`config.mk`:
```
export PLATFORM = sky130hd
export DESIGN_NAME = amc_mode_ctrl
export DESIGN_NICKNAME = d
export VERILOG_FILES = /design/src/design/amc_pkg.sv /design/src/design/amc_sync_pulse.sv /design/src/design/amc_mode_ctrl.sv
export VERILOG_INCLUDE_DIRS = /design/src /design/src/design
export SDC_FILE = /design/constraint.sdc
export NUM_CORES = 1
export LEC_CHECK = 0
export BUFFER_PORTS_ARGS = -buffer_cell sky130_fd_sc_hd__buf_4
export CAP_MARGIN = 30
export CORE_AREA = 2 2 94 96
export DETAILED_ROUTE_END_ITERATION = 12
export DIE_AREA = 0 0 96 98
export GPL_ROUTABILITY_DRIVEN = 1
export PLACE_DENSITY_LB_ADDON = 0.25
export SYNTH_ARGS = -nofsm -noshare
export SYNTH_HDL_FRONTEND = slang
export SYNTH_SLANG_ARGS = --single-unit
```
`constraint.sdc`:
```
create_clock -name clk -period 2 [get_ports clk]
set_input_delay 0.3 -clock clk [delete_from_list [all_inputs] [get_ports clk]]
set_output_delay 0.3 -clock clk [all_outputs]
set_load 0.02 [all_outputs]
```
`src/design/amc_consts.svh`:
```
// Register offsets, field positions, codes and timing counts for mode control
`ifndef AMC_CONSTS_SVH
`define AMC_CONSTS_SVH
`define AMC_ADDR_INIT_KEY      8'h0f
`define AMC_ADDR_MODE_CTRL     8'h10
`define AMC_ADDR_BURST_COUNT   8'h29
`define AMC_ADDR_STATUS        8'h08
`define AMC_KEY_VALUE          8'h42
`define AMC_KEY_RD_STARTUP     8'h45
`define AMC_KEY_RD_READY       8'h40
`define AMC_KEY_RD_DONE        8'h43
`define AMC_MODE_CTRL_RESET    8'h00
`define AMC_BURST_COUNT_RESET  8'h01
`define AMC_BURST_CONTINUOUS   8'hff
`define AMC_BIT_X_PD           4
`define AMC_BIT_Y_PD           5
`define AMC_BIT_Z_PD           6
`define AMC_BIT_ONESHOT        7
`define AMC_HB_TRANSITIONS     3
`define AMC_STARTUP_CYCLES     16
`define AMC_LAG_MIN_MS         2
`define AMC_LAG_MAX_MS         10
`define AMC_CLK_KHZ            125000
`define AMC_LAG_CYCLES         (`AMC_LAG_MIN_MS * `AMC_CLK_KHZ)
`endif

```
`src/design/amc_pkg.sv`:
```
// Types shared by the mode control block
package amc_pkg;
    typedef enum logic [2:0] {
        AMC_SLEEP      = 3'h0,
        AMC_STANDBY    = 3'h1,
        AMC_WATCH      = 3'h2,
        AMC_RSV3       = 3'h3,
        AMC_RSV4       = 3'h4,
        AMC_CONTINUOUS = 3'h5,
        AMC_COMBINED   = 3'h6,
        AMC_BURST      = 3'h7
    } amc_mode_t;
    typedef enum logic [3:0] {
        AMC_ST_STARTUP = 4'b0001,
        AMC_ST_READY   = 4'b0010,
        AMC_ST_KEYED   = 4'b0100,
        AMC_ST_SPARE   = 4'b1000
    } amc_key_state_t;
endpackage : amc_pkg

```
`src/design/amc_sync_pulse.sv`:
```
// Two-stage synchroniser with rising-edge pulse
`timescale 1ns/100ps
`default_nettype none
module amc_sync_pulse (
    input  wire logic clk,
    input  wire logic rstn,
    input  wire logic din,
    output logic      rise
);
    logic s1_q;
    logic s2_q;
    logic s3_q;
    always_ff @(posedge clk or negedge rstn) begin
        if (!rstn) begin
            s1_q <= 1'b0;
            s2_q <= 1'b0;
            s3_q <= 1'b0;
        end else begin
            s1_q <= din;
            s2_q <= s1_q;
            s3_q <= s2_q;
        end
    end
    assign rise = s2_q & ~s3_q;
endmodule : amc_sync_pulse
`default_nettype wire

```
`src/design/amc_mode_ctrl.sv`:
```
// Operating-mode control for a three-axis motion sensor
// What this block does
// - Key reads 0x45 in start-up, 0x40 after
// - After key written, key reads 0x43
// - Mode change applies within three heartbeat ticks
// - Hardware may change mode selector itself
// - Status mode read-back lags a fixed LAG_CYCLES clocks, 2 ms by default
// - 000 sleep, 001 standby, 011/100 reserved
// - 010 watch, activity switches to continuous
// - 101 continuous sampling, watch inactive
// - 110 watch, sampling and buffer together
// - 111 counted burst, then back to sleep
// - Bits 4-6 power down X, Y, Z
// - Bit 7 starts one-shot burst; 255 continuous
// - Burst count comes from register 0x29
// - One-shot burst only starts from standby; selector code 111 starts burst from any mode
// - One-shot burst completes back to standby
// - External trigger: interrupt pin samples, selector burst
`include "amc_consts.svh"
`timescale 1ns/100ps
`default_nettype none
module amc_mode_ctrl
    import amc_pkg::*;
#(
    parameter int STARTUP_CYCLES = `AMC_STARTUP_CYCLES,
    parameter int LAG_CYCLES     = `AMC_LAG_CYCLES
) (
    input  wire logic       clk,
    input  wire logic       rstn,
    input  wire logic       reg_wr,
    input  wire logic       reg_rd,
    input  wire logic [7:0] reg_addr,
    input  wire logic [7:0] reg_wdata,
    output logic [7:0]      reg_rdata,
    input  wire logic       heartbeat,
    input  wire logic       activity_det,
    input  wire logic       sample_done,
    input  wire logic       external_sample_trigger_enable,
    input  wire logic       interrupt_pin_in,
    output logic [2:0]      mode_selector,
    output logic [2:0]      active_mode,
    output logic [2:0]      status_mode,
    output logic            clocks_on,
    output logic            watch_on,
    output logic            sampling_on,
    output logic            buffer_on,
    output logic            sample_strobe,
    output logic            x_powerdown,
    output logic            y_powerdown,
    output logic            z_powerdown
);
    amc_key_state_t key_q;
    logic [$clog2(STARTUP_CYCLES+1)-1:0] su_cnt_q;
    logic [7:0]  mode_ctrl_q;
    logic [7:0]  burst_sample_count_q;
    logic [7:0]  burst_left_q;
    logic        oneshot_q;
    logic [2:0]  active_q;
    logic [1:0]  hb_cnt_q;
    logic [2:0]  status_q;
    logic [31:0] lag_cnt_q;
    logic [7:0]  rdata_q;
    logic [2:0]  pd_q;
    logic        strobe_q;
    logic        ext_q;

    wire hb_tick;
    wire counted_burst_mode_rise;
    amc_sync_pulse u_hb (
        .clk  (clk),
        .rstn (rstn),
        .din  (heartbeat),
        .rise (hb_tick)
    );
    amc_sync_pulse u_counted_burst_mode (
        .clk  (clk),
        .rstn (rstn),
        .din  (interrupt_pin_in),
        .rise (counted_burst_mode_rise)
    );

    // Register decode
    wire wr_key   = reg_wr & (reg_addr == `AMC_ADDR_INIT_KEY);
    wire wr_mode  = reg_wr & (reg_addr == `AMC_ADDR_MODE_CTRL);
    wire wr_count = reg_wr & (reg_addr == `AMC_ADDR_BURST_COUNT);
    wire key_ok   = wr_key & (reg_wdata == `AMC_KEY_VALUE);
    wire [2:0] sel     = mode_ctrl_q[2:0];
    wire [2:0] wr_sel  = reg_wdata[2:0];
    wire       wr_shot = wr_mode & reg_wdata[`AMC_BIT_ONESHOT];

    // Burst start only from standby, one-shot command path
    wire shot_go = wr_shot & (active_q == AMC_STANDBY) & (sel == AMC_STANDBY);
    wire continuous_burst = burst_sample_count_q == `AMC_BURST_CONTINUOUS;
    wire in_burst  = active_q == AMC_BURST;
    wire burst_end = in_burst & sample_done & ~continuous_burst & (burst_left_q == 8'h01);
    wire act_hit   = (active_q == AMC_WATCH) & activity_det;

    // Hardware-driven selector update
    logic [2:0] sel_hw;
    always_comb begin
        sel_hw = sel;
        if (act_hit) begin
            sel_hw = AMC_CONTINUOUS;
        end else if (burst_end) begin
            sel_hw = oneshot_q ? AMC_STANDBY : AMC_SLEEP;
        end
    end

    wire sel_reserved = (wr_sel == AMC_RSV3) | (wr_sel == AMC_RSV4);
    wire [2:0] sel_next = shot_go ? AMC_BURST :
                          (wr_mode & ~sel_reserved & ~wr_shot) ? wr_sel : sel_hw;
    wire hb_apply = hb_tick & (hb_cnt_q == 2'(`AMC_HB_TRANSITIONS - 1));
    wire pending  = sel != active_q;

    // Init key sequence
    always_ff @(posedge clk or negedge rstn) begin
        if (!rstn) begin
            key_q    <= AMC_ST_STARTUP;
            su_cnt_q <= '0;
        end else begin
            unique case (key_q)
                AMC_ST_STARTUP: begin
                    su_cnt_q <= su_cnt_q + 1'b1;
                    if (su_cnt_q == ($bits(su_cnt_q))'(STARTUP_CYCLES - 1)) begin
                        key_q <= AMC_ST_READY;
                    end
                end
                AMC_ST_READY: begin
                    if (key_ok) begin
                        key_q <= AMC_ST_KEYED;
                    end
                end
                AMC_ST_KEYED: key_q <= AMC_ST_KEYED;
                default:      key_q <= AMC_ST_STARTUP;
            endcase
        end
    end

    // Control registers
    always_ff @(posedge clk or negedge rstn) begin
        if (!rstn) begin
            mode_ctrl_q          <= `AMC_MODE_CTRL_RESET;
            burst_sample_count_q <= `AMC_BURST_COUNT_RESET;
            oneshot_q            <= 1'b0;
        end else begin
            if (wr_mode) begin
                mode_ctrl_q[6:4] <= reg_wdata[6:4];
            end
            mode_ctrl_q[2:0] <= sel_next;
            if (wr_count) begin
                burst_sample_count_q <= reg_wdata;
            end
            if (shot_go) begin
                oneshot_q <= 1'b1;
            end else if (wr_mode & ~wr_shot) begin
                oneshot_q <= 1'b0;
            end
        end
    end

    // Heartbeat-paced mode apply, on the third tick
    always_ff @(posedge clk or negedge rstn) begin
        if (!rstn) begin
            active_q <= AMC_SLEEP;
            hb_cnt_q <= 2'h0;
        end else if (act_hit || burst_end) begin
            active_q <= sel_hw;
            hb_cnt_q <= 2'h0;
        end else if (!pending) begin
            hb_cnt_q <= 2'h0;
        end else if (hb_apply) begin
            active_q <= sel;
            hb_cnt_q <= 2'h0;
        end else if (hb_tick) begin
            hb_cnt_q <= hb_cnt_q + 2'h1;
        end
    end

    // Burst sample counter and sample trigger
    always_ff @(posedge clk or negedge rstn) begin
        if (!rstn) begin
            burst_left_q <= 8'h00;
            strobe_q     <= 1'b0;
            ext_q        <= 1'b0;
        end else begin
            ext_q <= external_sample_trigger_enable;
            if (!in_burst) begin
                burst_left_q <= burst_sample_count_q;
            end else if (sample_done && burst_left_q != 8'h01) begin
                burst_left_q <= burst_left_q - 8'h01;
            end
            strobe_q <= in_burst & ext_q & ~oneshot_q & counted_burst_mode_rise;
        end
    end

    // Status read-back lag
    always_ff @(posedge clk or negedge rstn) begin
        if (!rstn) begin
            status_q  <= AMC_SLEEP;
            lag_cnt_q <= 32'h0;
        end else if (status_q == active_q) begin
            lag_cnt_q <= 32'h0;
        end else if (lag_cnt_q == 32'(LAG_CYCLES - 1)) begin
            status_q  <= active_q;
            lag_cnt_q <= 32'h0;
        end else begin
            lag_cnt_q <= lag_cnt_q + 32'h1;
        end
    end

    // Read mux
    wire [7:0] key_rd = (key_q == AMC_ST_KEYED) ? `AMC_KEY_RD_DONE :
                        (key_q == AMC_ST_READY) ? `AMC_KEY_RD_READY :
                        `AMC_KEY_RD_STARTUP;
    wire [7:0] rd_mux = (reg_addr == `AMC_ADDR_INIT_KEY)    ? key_rd :
                        (reg_addr == `AMC_ADDR_STATUS)      ? {5'h00, status_q} :
                        (reg_addr == `AMC_ADDR_BURST_COUNT) ? burst_sample_count_q :
                        8'h00;
    always_ff @(posedge clk or negedge rstn) begin
        if (!rstn) begin
            rdata_q <= 8'h00;
            pd_q    <= 3'h0;
        end else begin
            if (reg_rd) begin
                rdata_q <= rd_mux;
            end
            if (wr_mode) begin
                pd_q <= {reg_wdata[`AMC_BIT_Z_PD], reg_wdata[`AMC_BIT_Y_PD],
                         reg_wdata[`AMC_BIT_X_PD]};
            end
        end
    end

    // Function enables per active mode
    logic [3:0] fn_q;
    always_ff @(posedge clk or negedge rstn) begin
        if (!rstn) begin
            fn_q <= 4'h0;
        end else begin
            unique case (active_q)
                AMC_SLEEP:      fn_q <= 4'b0000;
                AMC_STANDBY:    fn_q <= 4'b0001;
                AMC_WATCH:      fn_q <= 4'b0011;
                AMC_CONTINUOUS: fn_q <= 4'b0101;
                AMC_COMBINED:   fn_q <= 4'b1111;
                AMC_BURST:      fn_q <= 4'b0101;
                default:        fn_q <= 4'b0001;
            endcase
        end
    end

    assign reg_rdata     = rdata_q;
    assign mode_selector = mode_ctrl_q[2:0];
    assign active_mode   = active_q;
    assign status_mode   = status_q;
    assign clocks_on     = fn_q[0];
    assign watch_on      = fn_q[1];
    assign sampling_on   = fn_q[2];
    assign buffer_on     = fn_q[3];
    assign sample_strobe = strobe_q;
    assign x_powerdown   = pd_q[0];
    assign y_powerdown   = pd_q[1];
    assign z_powerdown   = pd_q[2];
endmodule : amc_mode_ctrl
`default_nettype wire

```
[Word-level counts from Yosys, hierarchy flattened]
Cells that the tools add are included.
Cells by class
  add/sub/neg operators: 4
  equal/unequal tests: 28
  muxes and demuxes: 27
  bitwise gates (word level): 28
  reductions and logical operators: 10
Operators with widths (number)
  32-bit 2-to-1 mux: 2
  8-bit 2-to-1 mux: 5
  32-bit by 1-bit adder with 32-bit output (second input constant): 1
  32-bit by 18-bit == test with 1-bit output (second input constant): 1
  3-bit 2-to-1 mux: 9
  1-bit AND: 20
  8-bit by 4-bit == test with 1-bit output (second input constant): 2
  4-bit case mux with 4 select lines: 1
  3-bit == test (second input constant): 4
  4-bit case mux with 3 select lines: 1
  8-bit by 1-bit == test with 1-bit output (second input constant): 1
  8-bit by 5-bit == test with 1-bit output (second input constant): 1
  8-bit by 6-bit == test with 1-bit output (second input constant): 1
  8-bit by 7-bit == test with 1-bit output (second input constant): 1
  8-bit == test (second input constant): 1
  2-bit 2-to-1 mux: 4
  4-bit 2-to-1 mux: 2
  8-bit by 1-bit inequality test with 1-bit output (second input constant): 1
  8-bit by 1-bit subtractor with 8-bit output (second input constant): 1
  1-bit inverter: 7
  3-bit by 1-bit == test with 1-bit output (second input constant): 2
  3-bit by 2-bit == test with 1-bit output (second input constant): 2
  2-bit AND reduction: 3
  2-bit nonzero test: 3
  other kinds (18): 21
Word-level totals
  register bits: 92
  input port bits: 25
  output and inout port bits: 25
  word-level logic and storage cells: 118

[Logic depth before layout (Yosys ltp)]
Gate-level depths: netlist of the first run.
  depth after elaboration: 8
  gate-level depth with buffers: 7
  mapped depth without buffers: 6

[By module]
From an unflattened synthesis of the first run, not the netlist that was laid out.
Second synthesis, totals
  cells, all modules: 416
  area, all modules: 4331.7 um^2
By module, submodules not included
  amc_mode_ctrl: instances 1, cells each 408, area each 4154.0 um^2, sequential area each 2129.5 um^2
  amc_sync_pulse: instances 2, cells each 4, area each 88.8 um^2, sequential area each 75.1 um^2

[Worst setup path before layout of the first run]
Ideal clock, no wire load.
  path type: flip-flop to flip-flop
  start point: reg active_q[1] (netlist: active_mode[1])
  end point: reg mode_ctrl_q[2] (netlist: mode_selector[2])
  setup time: 124 ps
  arrival: 1792 ps
  required time: 1876 ps
  setup slack: 84 ps
  stages on the path, launching flop included: 7
  path buffers: 2
  period minus slack after synthesis: 1916 ps
  cell sequence: dfrtp_1 buf_2 nand3_1 or4_1 buf_6 a211oi_2 o21bai_1
Between the ends
  word-level cells in the longest chain between the ends: 8
  elaborated cells between the ends (all ways): 13
  those cells by class: 3 x eq/ne; 4 x mux; 6 x bitwise
Ends and longest elaborated chain
  from (decl): RTL line amc_mode_ctrl.sv:58  | logic [2:0] active_q;
  from (signal assigned): RTL line amc_mode_ctrl.sv:167  | active_q <= sel_hw;
  from (signal assigned): RTL line amc_mode_ctrl.sv:172  | active_q <= sel;
  3-bit == test: RTL line amc_mode_ctrl.sv:94  | wire in_burst = active_q == AMC_BURST;
  1-bit AND (3 in a row): RTL line amc_mode_ctrl.sv:95  | wire burst_end = in_burst & sample_done & ~continuous_burst & (burst_left_q == 8'h01);
  3-bit 2-to-1 mux: RTL line amc_mode_ctrl.sv:104  | end else if (burst_end) begin
  3-bit 2-to-1 mux: RTL line amc_mode_ctrl.sv:102  | if (act_hit) begin
  3-bit 2-to-1 mux: RTL line amc_mode_ctrl.sv:111  | (wr_mode & ~sel_reserved & ~wr_shot) ? wr_sel : sel_hw;
  3-bit 2-to-1 mux *: RTL line amc_mode_ctrl.sv:110  | wire [2:0] sel_next = shot_go ? AMC_BURST :
  named net sel_next[2]: RTL line amc_mode_ctrl.sv:110
  to (signal assigned): RTL line amc_mode_ctrl.sv:142  | mode_ctrl_q <= `AMC_MODE_CTRL_RESET;
  to (signal assigned): RTL line amc_mode_ctrl.sv:149  | mode_ctrl_q[2:0] <= sel_next;
  to (decl): RTL line amc_mode_ctrl.sv:54  | logic [7:0] mode_ctrl_q;
The timed path passes the listed nets; every way through them passes the cells marked *.
A chain may end at the register's enable or synchronous reset.

[Worst setup path in the final report of the first run]
  start point: reg lag_cnt_q[23]
  end point: reg lag_cnt_q[19]
Between the ends
  word-level cells in the longest chain between the ends: 3
Ends and longest elaborated chain
  from (decl): RTL line amc_mode_ctrl.sv:61  | logic [31:0] lag_cnt_q;
  from (signal assigned): RTL line amc_mode_ctrl.sv:207  | lag_cnt_q <= lag_cnt_q + 32'h1;
  32-bit by 18-bit == test with 1-bit output: RTL line amc_mode_ctrl.sv:203  | end else if (lag_cnt_q == 32'(LAG_CYCLES - 1)) begin
  32-bit 2-to-1 mux: RTL line amc_mode_ctrl.sv:203
  32-bit 2-to-1 mux: RTL line amc_mode_ctrl.sv:201  | end else if (status_q == active_q) begin
Every way passes these cells.

==> metrics.csv, run 1 <==
stage;metric;value;unit
synthesis;synth_warnings;0;
floorplanning;chipWidth;96;um
critical_path;critical_path_arrival;2.10;ns
floorplanning;io_pins;50;
critical_path;critPathMaxStageDelay;0.46;ns
layout;multi_input_area;1990;um^2
synthesis;seq_area_frac_synth;52.1;%
pwr;total_power;4.94;mW
timing;final_max_slew_viol_count;0;
timing;setup_ws;0.129;ns
clock_tree;cts_buffer_depth;2;
route;via_per_inst;5.44;
pwr;p_leak;2.45;nW
clock_tree;clkSlewWorstSetupHoldPaths;0.09;ns
critical_path;critical_path_class;register to register;
floorplanning;start_util;51.6;%
timing;rsz0062_at_grt;false;
synthesis;syn_nets;443;
clock_tree;clock_sinks;91;
synthesis;syn_inst;413;
route;ant_nets;0;
layout;register_area;2280;um^2
critical_path;required;2.23;ns
layout;final_util;61.7;%
pwr;power_density;946;nW/um^2
critical_path;crit_slowest_cell;dfrtp_1;
route;wire_per_inst;14.7;um
layout;syn2layout_area_growth;19.5;%
layout;fin_nets;511;
min_path;hp-class;primary input to register;
grt;grt_pass1_vias;3123;
grt;grt_max_degree;41;
critical_path;crit-reg2reg-launch;lag_cnt_q[23]$_DFF_PN0_;
grt;antenna_found_initial;0;
route;drc_errors;0;
placed_design;routabilityCongestion;0.867;
timing;finalSetupViolCount;0;
synthesis;ys_seq_elements;91;
synthesis;netlist_area;4370;um^2
critical_path;worst_r2r_path_depth;6;
floorplanning;core.rowCount;34;
placed_design;dp_slack;0.0753;ns
timing;maxSlewHeadroom;67.9;%
timing;tns;0;ns
synthesis;synth_most_common_cell;dfrtp_1;
placed_design;numPortBuffers;49;
synthesis;synth-edff-count;0;
timing;final_hold_viol_count;0;
timing;finalCritPeriodShare;93.6;%
synthesis;postSynthAreaPerCell;10.6;um^2
synthesis;synthArstFlopShare;100;%
layout;drive_gt1_share;24.9;%
clock_tree;cts_buffers;9;
pwr;peakVddDrop;0.000501;V
placed_design;hpwlAfterDp;6.42;mm
grt;grt_overflow;0;
synthesis;yosys.area.top_type_share;50.9;%
flow_run;cap_violations;0;
timing;worst_slew_pin_slew;0.479;ns
critical_path;critPathCapture;lag_cnt_q[19]$_DFF_PN0_;
critical_path;cp_cell_sequence;nor4_2 -> nand4_1 -> nor3_4 -> or2_2 -> buf_12 -> nor2_1;
synthesis;yosys-top-cells-count;dfrtp_1, nor2_1, xor2_1, nand3_1, nand2_1;
grt;grt_pass1_wl;14.8;mm
floorplanning;die_h;98;um
route;drt-initial-drc-count;181;
layout;fillers;699;
route;wirelength;8.74;mm
clock_tree;clockRootBuffer;clkbuf_8;
route;dr.pass1.iters;4;
floorplanning;design.die.area;9410;um^2
critical_path;r2r_end;lag_cnt_q[19]$_DFF_PN0_;
route;via_count;3233;
synthesis;synth.area.top_cells;dfrtp_1, xor2_1, nor2_1, mux2_2, xnor2_1;
floorplanning;core-area;8470;um^2
critical_path;worstSetupStartpoint;lag_cnt_q[23]$_DFF_PN0_;
synthesis;ys.flop_type;dfrtp_1;
status;status;completed;
critical_path;worstPathMaxFanout;31;
clock_tree;htree_levels;3;
synthesis;yosysTopAreaCell;dfrtp_1;
clock_tree;clk_latency;0.35;ns
timing;fin_crit;1.87;ns
critical_path;endpoint_kind;register;
critical_path;rrSetupSlack;0.13;ns
critical_path;cp-start-kind;register;
timing;max_freq;534;MHz
grt;track_usage;20.0;%
clock_tree;cts_tree;done;
timing;fin_skew;0.00941;ns
layout;diodes;0;
synthesis;ys_types;50;
==> logic make-up after synthesis <==
group | after synthesis | synth area share, %
compound gates | 42 | 6.10
xor+xnor | 46 | 9.22
fa+ha+maj | 5 | 1.43
buf+inv | 26 | 2.75
flops | 91 | 52.1
mux | 20 | 5.04
simple gates | 183 | 23.3
==> cell usage in the layout (no fill, tap or decap), drive strengths merged, types with 11 or more instances in the layout <==
cell	n
nand4	15
mux2	16
clkbuf	11
dfrtp	89
nor2	53
nand2	26
buf	69
nand3	27
inv	13
xor2	30
xnor2	16
o21ai	16
==> worst min path at each step <==
stage,startpoint,depth (start not counted),end
6_report,heartbeat,1,u_hb.s1_q$_DFF_PN0_
5_1_grt,heartbeat,1,u_hb.s1_q$_DFF_PN0_
4_1_cts,heartbeat,1,u_hb.s1_q$_DFF_PN0_
3_5_place_dp,rstn,1,reg_rdata[3]$_DFFE_PN0P_
3_3_place_gp,rstn,1,reg_rdata[3]$_DFFE_PN0P_
2_1_floorplan,rstn,0,active_mode[0]$_DFFE_PN0P_
==> stage by stage <==
step                hold WS, ns  cell area, um^2  instances
finish                   0.0533             5220        594
global route             0.0349             5220        594
CTS                      0.0328             5210        594
detailed placement        0.281             4980        577
global placement          0.276             4980        577
floorplan               0.00441             4370        413
==> registers in the layout, summed over array words and instances, names as in the netlist, 2 cells and up <==
| register | cells |
|---|---|
| fn_q | 4 |
| mode_selector | 3 |
| active_mode | 3 |
| lag_cnt_q | 32 |
| status_mode | 3 |
| key_q | 3 |
| burst_left_q | 8 |
| reg_rdata | 8 |
| burst_sample_count_q | 8 |
| pd_q | 3 |
| su_cnt_q | 5 |
| hb_cnt_q | 2 |
==> report_power, final <==
group | internal (mW) | switching (mW) | leakage (nW) | total (mW)
clock | 0.648 | 0.633 | 0.0978 | 1.28
sequential | 2.09 | 0.263 | 1.20 | 2.36
combinational | 0.633 | 0.672 | 1.15 | 1.31
==> critical path: cells and delay by family, from the launching register on <==
kind | cells | cell delay (ns)
flip-flops | 1 | 0.46
AND/OR/NAND/NOR | 5 | 1.11
buffers and inverters | 1 | 0.18
==> per-layer routing <==
| layer | vias up | part of all wire (%) | global-route usage, % |
|---|---|---|---|
| met1 | 1607 | 46 | 28.1 |
| met3 | 6 | 3.5 | 2.70 |
| met2 | 43 | 49 | 31.6 |
| li1 | 1577 | - | - |
| met5 | - | 0 | 0 |
| met4 | 0 | 1.0 | 7.14 |
==> timing repair <==
| item | in CTS | in global routing |
|---|---|---|
| hold endpoints to repair | 30 | 0 |
| endpoints found under the setup margin | 1 | 35 |
| hold buffers | 1 | 0 |
| resized for setup | 1 | 3 |
| setup buffers | 0 | 0 |
==> cell type report <==
type	instances	share of cell area [%]
clock inverters	5	1.17
repair buffers	70	10.6
inverters	13	0.934
clock buffers	11	2.90
multi-input cells	296	38.2
well taps	108	2.59
flip-flops and latches	91	43.6
No activity file was read; power rests on OpenSTA's default activity.
==> inputs of run 2 (changes only) <==
SETUP_SLACK_MARGIN = 0.4   (was unset)
==> run 2 against run 1 <==
Sequential share of layout area is 2.5 points lower. Maximum frequency is 5.1% higher. Final cell count is 3.0% higher. Flip-flop and latch count stayed put. Clock skew is 0.00069 ns higher. Critical path type unchanged.
==> metrics.csv, run 2 (same netlist as run 1, synthesis figures left out) <==
stage;metric;value;unit;change
floorplanning;start_util;51.6;%;unchanged
clock_tree;clock_sinks;91;;unchanged
placed_design;numPortBuffers;49;;unchanged
flow_run;cap_violations;0;;unchanged
timing;finalCritPeriodShare;89.0;%;was 93.6%
critical_path;rrSetupSlack;0.22;ns;was 0.13 ns
grt;grt_pass1_vias;3491;;was 3123
route;drt-initial-drc-count;141;;was 181
layout;largest-register;lag_cnt_q;;unchanged
floorplanning;io_pins;50;;unchanged
timing;maxSlewHeadroom;67.4;%;was 67.9%
grt;grt_max_degree;92;;was 41
pwr;peakVddDrop;0.000451;V;was 0.000501 V
layout;largest_reg_flops;32;;unchanged
placed_design;routabilityCongestion;0.794;;was 0.867
grt;grt_overflow;0;;unchanged
route;ant_nets;0;;unchanged
clock_tree;clk_latency;0.36;ns;was 0.35 ns
layout;fin_nets;531;;was 511
layout;drive_gt1_share;37.7;%;was 24.9%
floorplanning;core-area;8470;um^2;unchanged
route;wirelength;10.2;mm;was 8.74 mm
timing;fin_crit;1.78;ns;was 1.87 ns
placed_design;hpwlAfterDp;6.36;mm;was 6.42 mm
timing;fin_skew;0.0101;ns;was 0.00941 ns
route;via_count;3467;;was 3233
min_path;hp-class;primary input to register;;unchanged
grt;grt_pass1_wl;16.7;mm;was 14.8 mm
timing;final_hold_viol_count;0;;unchanged
critical_path;worstPathMaxFanout;6;;was 31
critical_path;required;2.24;ns;was 2.23 ns
clock_tree;cts_buffer_depth;2;;unchanged
layout;syn2layout_area_growth;27.4;%;was 19.5%
layout;final_cell_mix;buf_4, dfrtp_1, nor2_1, xor2_1, nand2_1;;was dfrtp_1, buf_4, nor2_1, xor2_1, nand3_1
clock_tree;cts_buffers;9;;unchanged
critical_path;worst_r2r_path_depth;5;;was 6
grt;antenna_found_initial;0;;unchanged
critical_path;r2r_end;mode_selector[2]$_DFF_PN0_;;was lag_cnt_q[19]$_DFF_PN0_
floorplanning;die_h;98;um;unchanged
min_path;hold_depth;1;;unchanged
layout;diodes;0;;unchanged
status;status;completed;;unchanged
timing;max_freq;562;MHz;was 534 MHz
timing;final_max_slew_viol_count;0;;unchanged
grt;track_usage;22.7;%;was 20.0%
clock_tree;clkSlewWorstSetupHoldPaths;0.09;ns;about the same
critical_path;cp-start-kind;register;;unchanged
floorplanning;core.rowCount;34;;unchanged
route;dr.pass1.iters;4;;unchanged
clock_tree;cts_tree;done;;unchanged
min_path;min_from;heartbeat;;unchanged
route;wire_per_inst;16.7;um;was 14.7 um
layout;layout_commonest_cell;buf_4;;was dfrtp_1
timing;finalSetupViolCount;0;;unchanged
timing;rsz0062_at_grt;true;;was false
min_path;min_to;u_hb.s1_q$_DFF_PN0_;;unchanged
route;drc_errors;0;;unchanged
critical_path;critical_path_arrival;2.02;ns;was 2.10 ns
timing;worst_slew_pin_slew;0.488;ns;was 0.479 ns
pwr;power_density;921;nW/um^2;was 946 nW/um^2
critical_path;critical_path_class;register to register;;unchanged
route;via_per_inst;5.67;;was 5.44
layout;fillers;636;;was 699
critical_path;endpoint_kind;register;;unchanged
critical_path;crit-reg2reg-launch;burst_left_q[4]$_DFFE_PN0P_;;was lag_cnt_q[23]$_DFF_PN0_
floorplanning;design.die.area;9410;um^2;unchanged
clock_tree;htree_levels;3;;unchanged
pwr;p_leak;2.52;nW;was 2.45 nW
layout;final_util;65.8;%;was 61.7%
floorplanning;chipWidth;96;um;unchanged
clock_tree;clockRootBuffer;clkbuf_8;;unchanged
timing;tns;0;ns;unchanged
run 2: cell count changes in the layout (fill, tap and decap cells not counted), sizes merged:
cell      delta
clkinvlp     -3
clkinv       +2
buf         +17
clkbuf       -1
or2          +3
run 2: worst max-delay path by stage:
stage | from | to | depth (start not counted)
after floorplan | reg_addr[0] | mode_selector[2]$_DFF_PN0_ | 6
after global placement | reg_addr[0] | mode_selector[2]$_DFF_PN0_ | 7
after detailed placement | reg_addr[0] | mode_selector[2]$_DFF_PN0_ | 7
after CTS | burst_left_q[4]$_DFFE_PN0P_ | mode_selector[2]$_DFF_PN0_ | 5
after global routing | burst_left_q[4]$_DFFE_PN0P_ | mode_selector[2]$_DFF_PN0_ | 5
final | burst_left_q[4]$_DFFE_PN0P_ | mode_selector[2]$_DFF_PN0_ | 5
run 2: cell type report:
class,instances,area [um^2],share of cell area [%]
clock buffer,10,128,2.29
clock inverter,4,45.0,0.808
inverter,13,48.8,0.876
multi-input combinational,299,2240,40.3
sequential,91,2290,41.1
tap,108,135,2.43
timing repair buffer,87,679,12.2
run 2: report_power, final:
group          internal, mW  switching (mW)
clock                 0.559           0.620
sequential             2.10           0.271
combinational         0.741           0.841
total                  3.40            1.73
run 2: stage by stage:
step                      hold WS, ns  setup WS [ns]  total power [mW]  std cells  instance area, um^2
after floorplan               0.00441          0.204              3.35        413                 4460
after global placement          0.334          0.129              3.67        570                 4960
after detailed placement        0.340         0.0824              3.73        570                 4960
after CTS                      0.0319          0.241              5.01        599                 5310
after global routing           0.0252          0.162              5.43        612                 5570
final                          0.0430          0.221              5.13        612                 5570
run 2: per-layer routing:
metal	part of all wire, %	up-vias	global-route usage, %
met1	45	1734	31.0
met2	49	99	35.5
met4	1.8	0	9.45
li1	-	1614	-
met3	4.1	20	4.09
met5	0	-	0
run 2: timing repair:
action	in CTS	in global routing
gates resized for setup	17	43
pin swaps	36	20
hold endpoints to repair	11	0
endpoints found under the setup margin	47	48
hold buffers	1	0
cloned	3	1
setup buffers	11	12
run 2: critical path, stage by stage, from the launching register on:
cell	delay, ns
dfrtp_1	0.41
nor4_4	0.31
nand3_1	0.11
or4_4	0.49
a211oi_2	0.25
o21bai_1	0.08
==> inputs of run 3 (changes only) <==
--- a/constraint.sdc
+++ b/constraint.sdc
@@ -3,2 +3,2 @@
 set_output_delay 0.3 -clock clk [all_outputs]
-set_load 0.02 [all_outputs]
+set_load 0.05 [all_outputs]
==> run 3 against run 2 <==
Critical path depth is 1 higher. First-iteration DRC count increased by 8.5%. Clock power is 19% higher. Worst setup slack lost 0.0061 ns. Largest power group unchanged. Power up 14%.
==> metrics.csv, run 3 (same netlist as run 1, synthesis figures left out) <==
stage;metric;value;unit;change
route;dr.pass1.iters;4;;unchanged
placed_design;dp.cells;572;;was 570
route;wirelength;10.9;mm;was 10.2 mm
status;status;completed;;unchanged
critical_path;worstSetupStartpoint;lag_cnt_q[11]$_DFF_PN0_;;was burst_left_q[4]$_DFFE_PN0P_
layout;final_cell_mix;buf_4, dfrtp_1, nor2_1, xor2_1, nand2_1;;unchanged
layout;syn2layout_area_growth;37.0;%;was 27.4%
floorplanning;design.die.area;9410;um^2;unchanged
clock_tree;clockRootBuffer;clkbuf_8;;unchanged
layout;drive_gt1_share;42.8;%;was 37.7%
timing;rsz0062_at_grt;true;;unchanged
route;wire_per_inst;17.3;um;was 16.7 um
timing;holdWs;0.0409;ns;was 0.0430 ns
critical_path;critPathMaxStageDelay;0.46;ns;was 0.49 ns
layout;largest_reg_flops;32;;unchanged
clock_tree;cts_buffer_depth;2;;unchanged
grt;grt_max_degree;49;;was 92
flow_run;cap_violations;0;;unchanged
timing;final_hold_viol_count;0;;unchanged
critical_path;cp_cell_sequence;nand4_1 -> buf_4 -> buf_4 -> nor4_1 -> xnor2_1 -> nor2_4;;was nor4_4 -> nand3_1 -> or4_4 -> a211oi_2 -> o21bai_1
timing;worst_slew_pin_slew;0.492;ns;was 0.488 ns
critical_path;worstPathMaxFanout;3;;was 6
critical_path;endpoint_kind;register;;unchanged
layout;largest-register;lag_cnt_q;;unchanged
route;topRoutingLayerUsed;met4;;unchanged
placed_design;dp_slack;0.0349;ns;was 0.0824 ns
floorplanning;start_util;51.6;%;unchanged
timing;finalCritPeriodShare;89.3;%;was 89.0%
timing;fin_skew;0.0162;ns;was 0.0101 ns
timing;tns;0;ns;unchanged
layout;diodes;0;;unchanged
layout;final_util;70.7;%;was 65.8%
route;drt-initial-drc-count;153;;was 141
floorplanning;io_pins;50;;unchanged
timing;maxSlewHeadroom;66.9;%;was 67.4%
timing;max_freq;560;MHz;was 562 MHz
critical_path;crit_family;simple AND/OR/NAND/NOR gates;;unchanged
critical_path;cp_common_cell;buf_4;;
timing;setup_ws;0.214;ns;was 0.221 ns
clock_tree;clkSlewWorstSetupHoldPaths;0.10;ns;was 0.09 ns
route;ant_nets;0;;unchanged
clock_tree;clk_latency;0.36;ns;about the same
route;wl_met2;5.64;mm;was 5.06 mm
route;via_per_inst;5.55;;was 5.67
grt;antenna_found_initial;0;;unchanged
layout;final_cells;634;;was 612
route;via_count;3519;;was 3467
pwr;total_power;5.87;mW;was 5.13 mW
placed_design;numPortBuffers;49;;unchanged
min_path;hp-class;primary input to register;;unchanged
timing;finalSetupViolCount;0;;unchanged
pwr;p_leak;2.67;nW;was 2.52 nW
layout;layout_commonest_cell;buf_4;;unchanged
floorplanning;chipWidth;96;um;unchanged
critical_path;critical_path_arrival;2.04;ns;was 2.02 ns
layout;fin_nets;551;;was 531
route;wl_met1;4.55;mm;was 4.57 mm
clock_tree;cts_buffers;9;;unchanged
timing;fin_crit;1.79;ns;was 1.78 ns
clock_tree;htree_levels;3;;unchanged
floorplanning;die_h;98;um;unchanged
timing;final_max_slew_viol_count;0;;unchanged
critical_path;required;2.25;ns;was 2.24 ns
critical_path;crit-reg2reg-launch;lag_cnt_q[11]$_DFF_PN0_;;was burst_left_q[4]$_DFFE_PN0P_
critical_path;crit_slowest_cell;nor4_1;;was or4_4
placed_design;routabilityCongestion;0.860;;was 0.794
grt;grt_pass1_wl;17.8;mm;was 16.7 mm
layout;postLayoutCellArea;5990;um^2;was 5570 um^2
grt;grt_pass1_vias;3703;;was 3491
min_path;min_from;heartbeat;;unchanged
placed_design;hpwlAfterDp;6.84;mm;was 6.36 mm
clock_tree;clock_sinks;91;;unchanged
critical_path;critical_path_class;register to register;;unchanged
floorplanning;core.rowCount;34;;unchanged
pwr;power_density;980;nW/um^2;was 921 nW/um^2
floorplanning;core-area;8470;um^2;unchanged
clock_tree;cts_tree;done;;unchanged
grt;grt_overflow;0;;unchanged
placed_design;dpl_cell_area;4980;um^2;was 4960 um^2
route;drc_errors;0;;unchanged
pwr;peakVddDrop;0.000444;V;was 0.000451 V
critical_path;cp-start-kind;register;;unchanged
route;wl_met3;507;um;was 419 um
grt;track_usage;24.1;%;was 22.7%
critical_path;cp_num_buf_inv;2;;was 0
-- run 3: cell types whose count changed in the layout (fill, tap and decap cells not counted), moves of 5 or more --
cell / previous run / this run
buf_4: 82 / 92
xor2_1: 28 / 23
buf_6: 3 / 10
nor2_4: 1 / 10
xor2_2: 2 / 7
nor2_2: 20 / 12
-- run 3: repair_timing --
item	4_1_cts	5_1_grt
buffers inserted	34	7
resized for setup	30	64
pin swaps	28	28
setup endpoints to repair	41	47
hold endpoints to repair	18	0
hold buffers	1	0
cloned	3	1
-- run 3: final timing paths --
path | endpoint | slack, ns | cells past startpoint
hold reg to reg | u_hb.s2_q$_DFF_PN0_ | 0.36 | 0
setup reg to reg | lag_cnt_q[13]$_DFF_PN0_ | 0.21 | 6
setup / recovery | lag_cnt_q[13]$_DFF_PN0_ | 0.21 | 6
min in group asynchronous | u_hb.s3_q$_DFF_PN0_ | 0.35 | 2
hold / removal | u_hb.s1_q$_DFF_PN0_ | 0.04 | 1
max in group asynchronous | burst_sample_count_q[7]$_DFFE_PN0P_ | 1.03 | 3
-- run 3: final cells by class --
cell class | count | area (um^2)
flip-flops and latches | 91 | 2290
well taps | 108 | 135
inverters | 13 | 48.8
repair buffers | 110 | 968
fillers | 608 | 2480
multi-input cells | 296 | 2320
clock inverters | 7 | 97.6
clock buffers | 9 | 124
-- run 3: power by group --
part           total (mW)  internal (mW)  switching (mW)  leakage, nW
Combinational        2.08          0.993            1.08         1.37
Clock                1.40          0.711           0.690        0.106
Sequential           2.39           2.10           0.291         1.19
-- run 3: per-layer routing --
metal	GRT usage, %	vias up
li1	-	1644
met1	30.9	1761
met2	40.0	92
met3	4.78	22
met4	9.12	0
met5	0	-
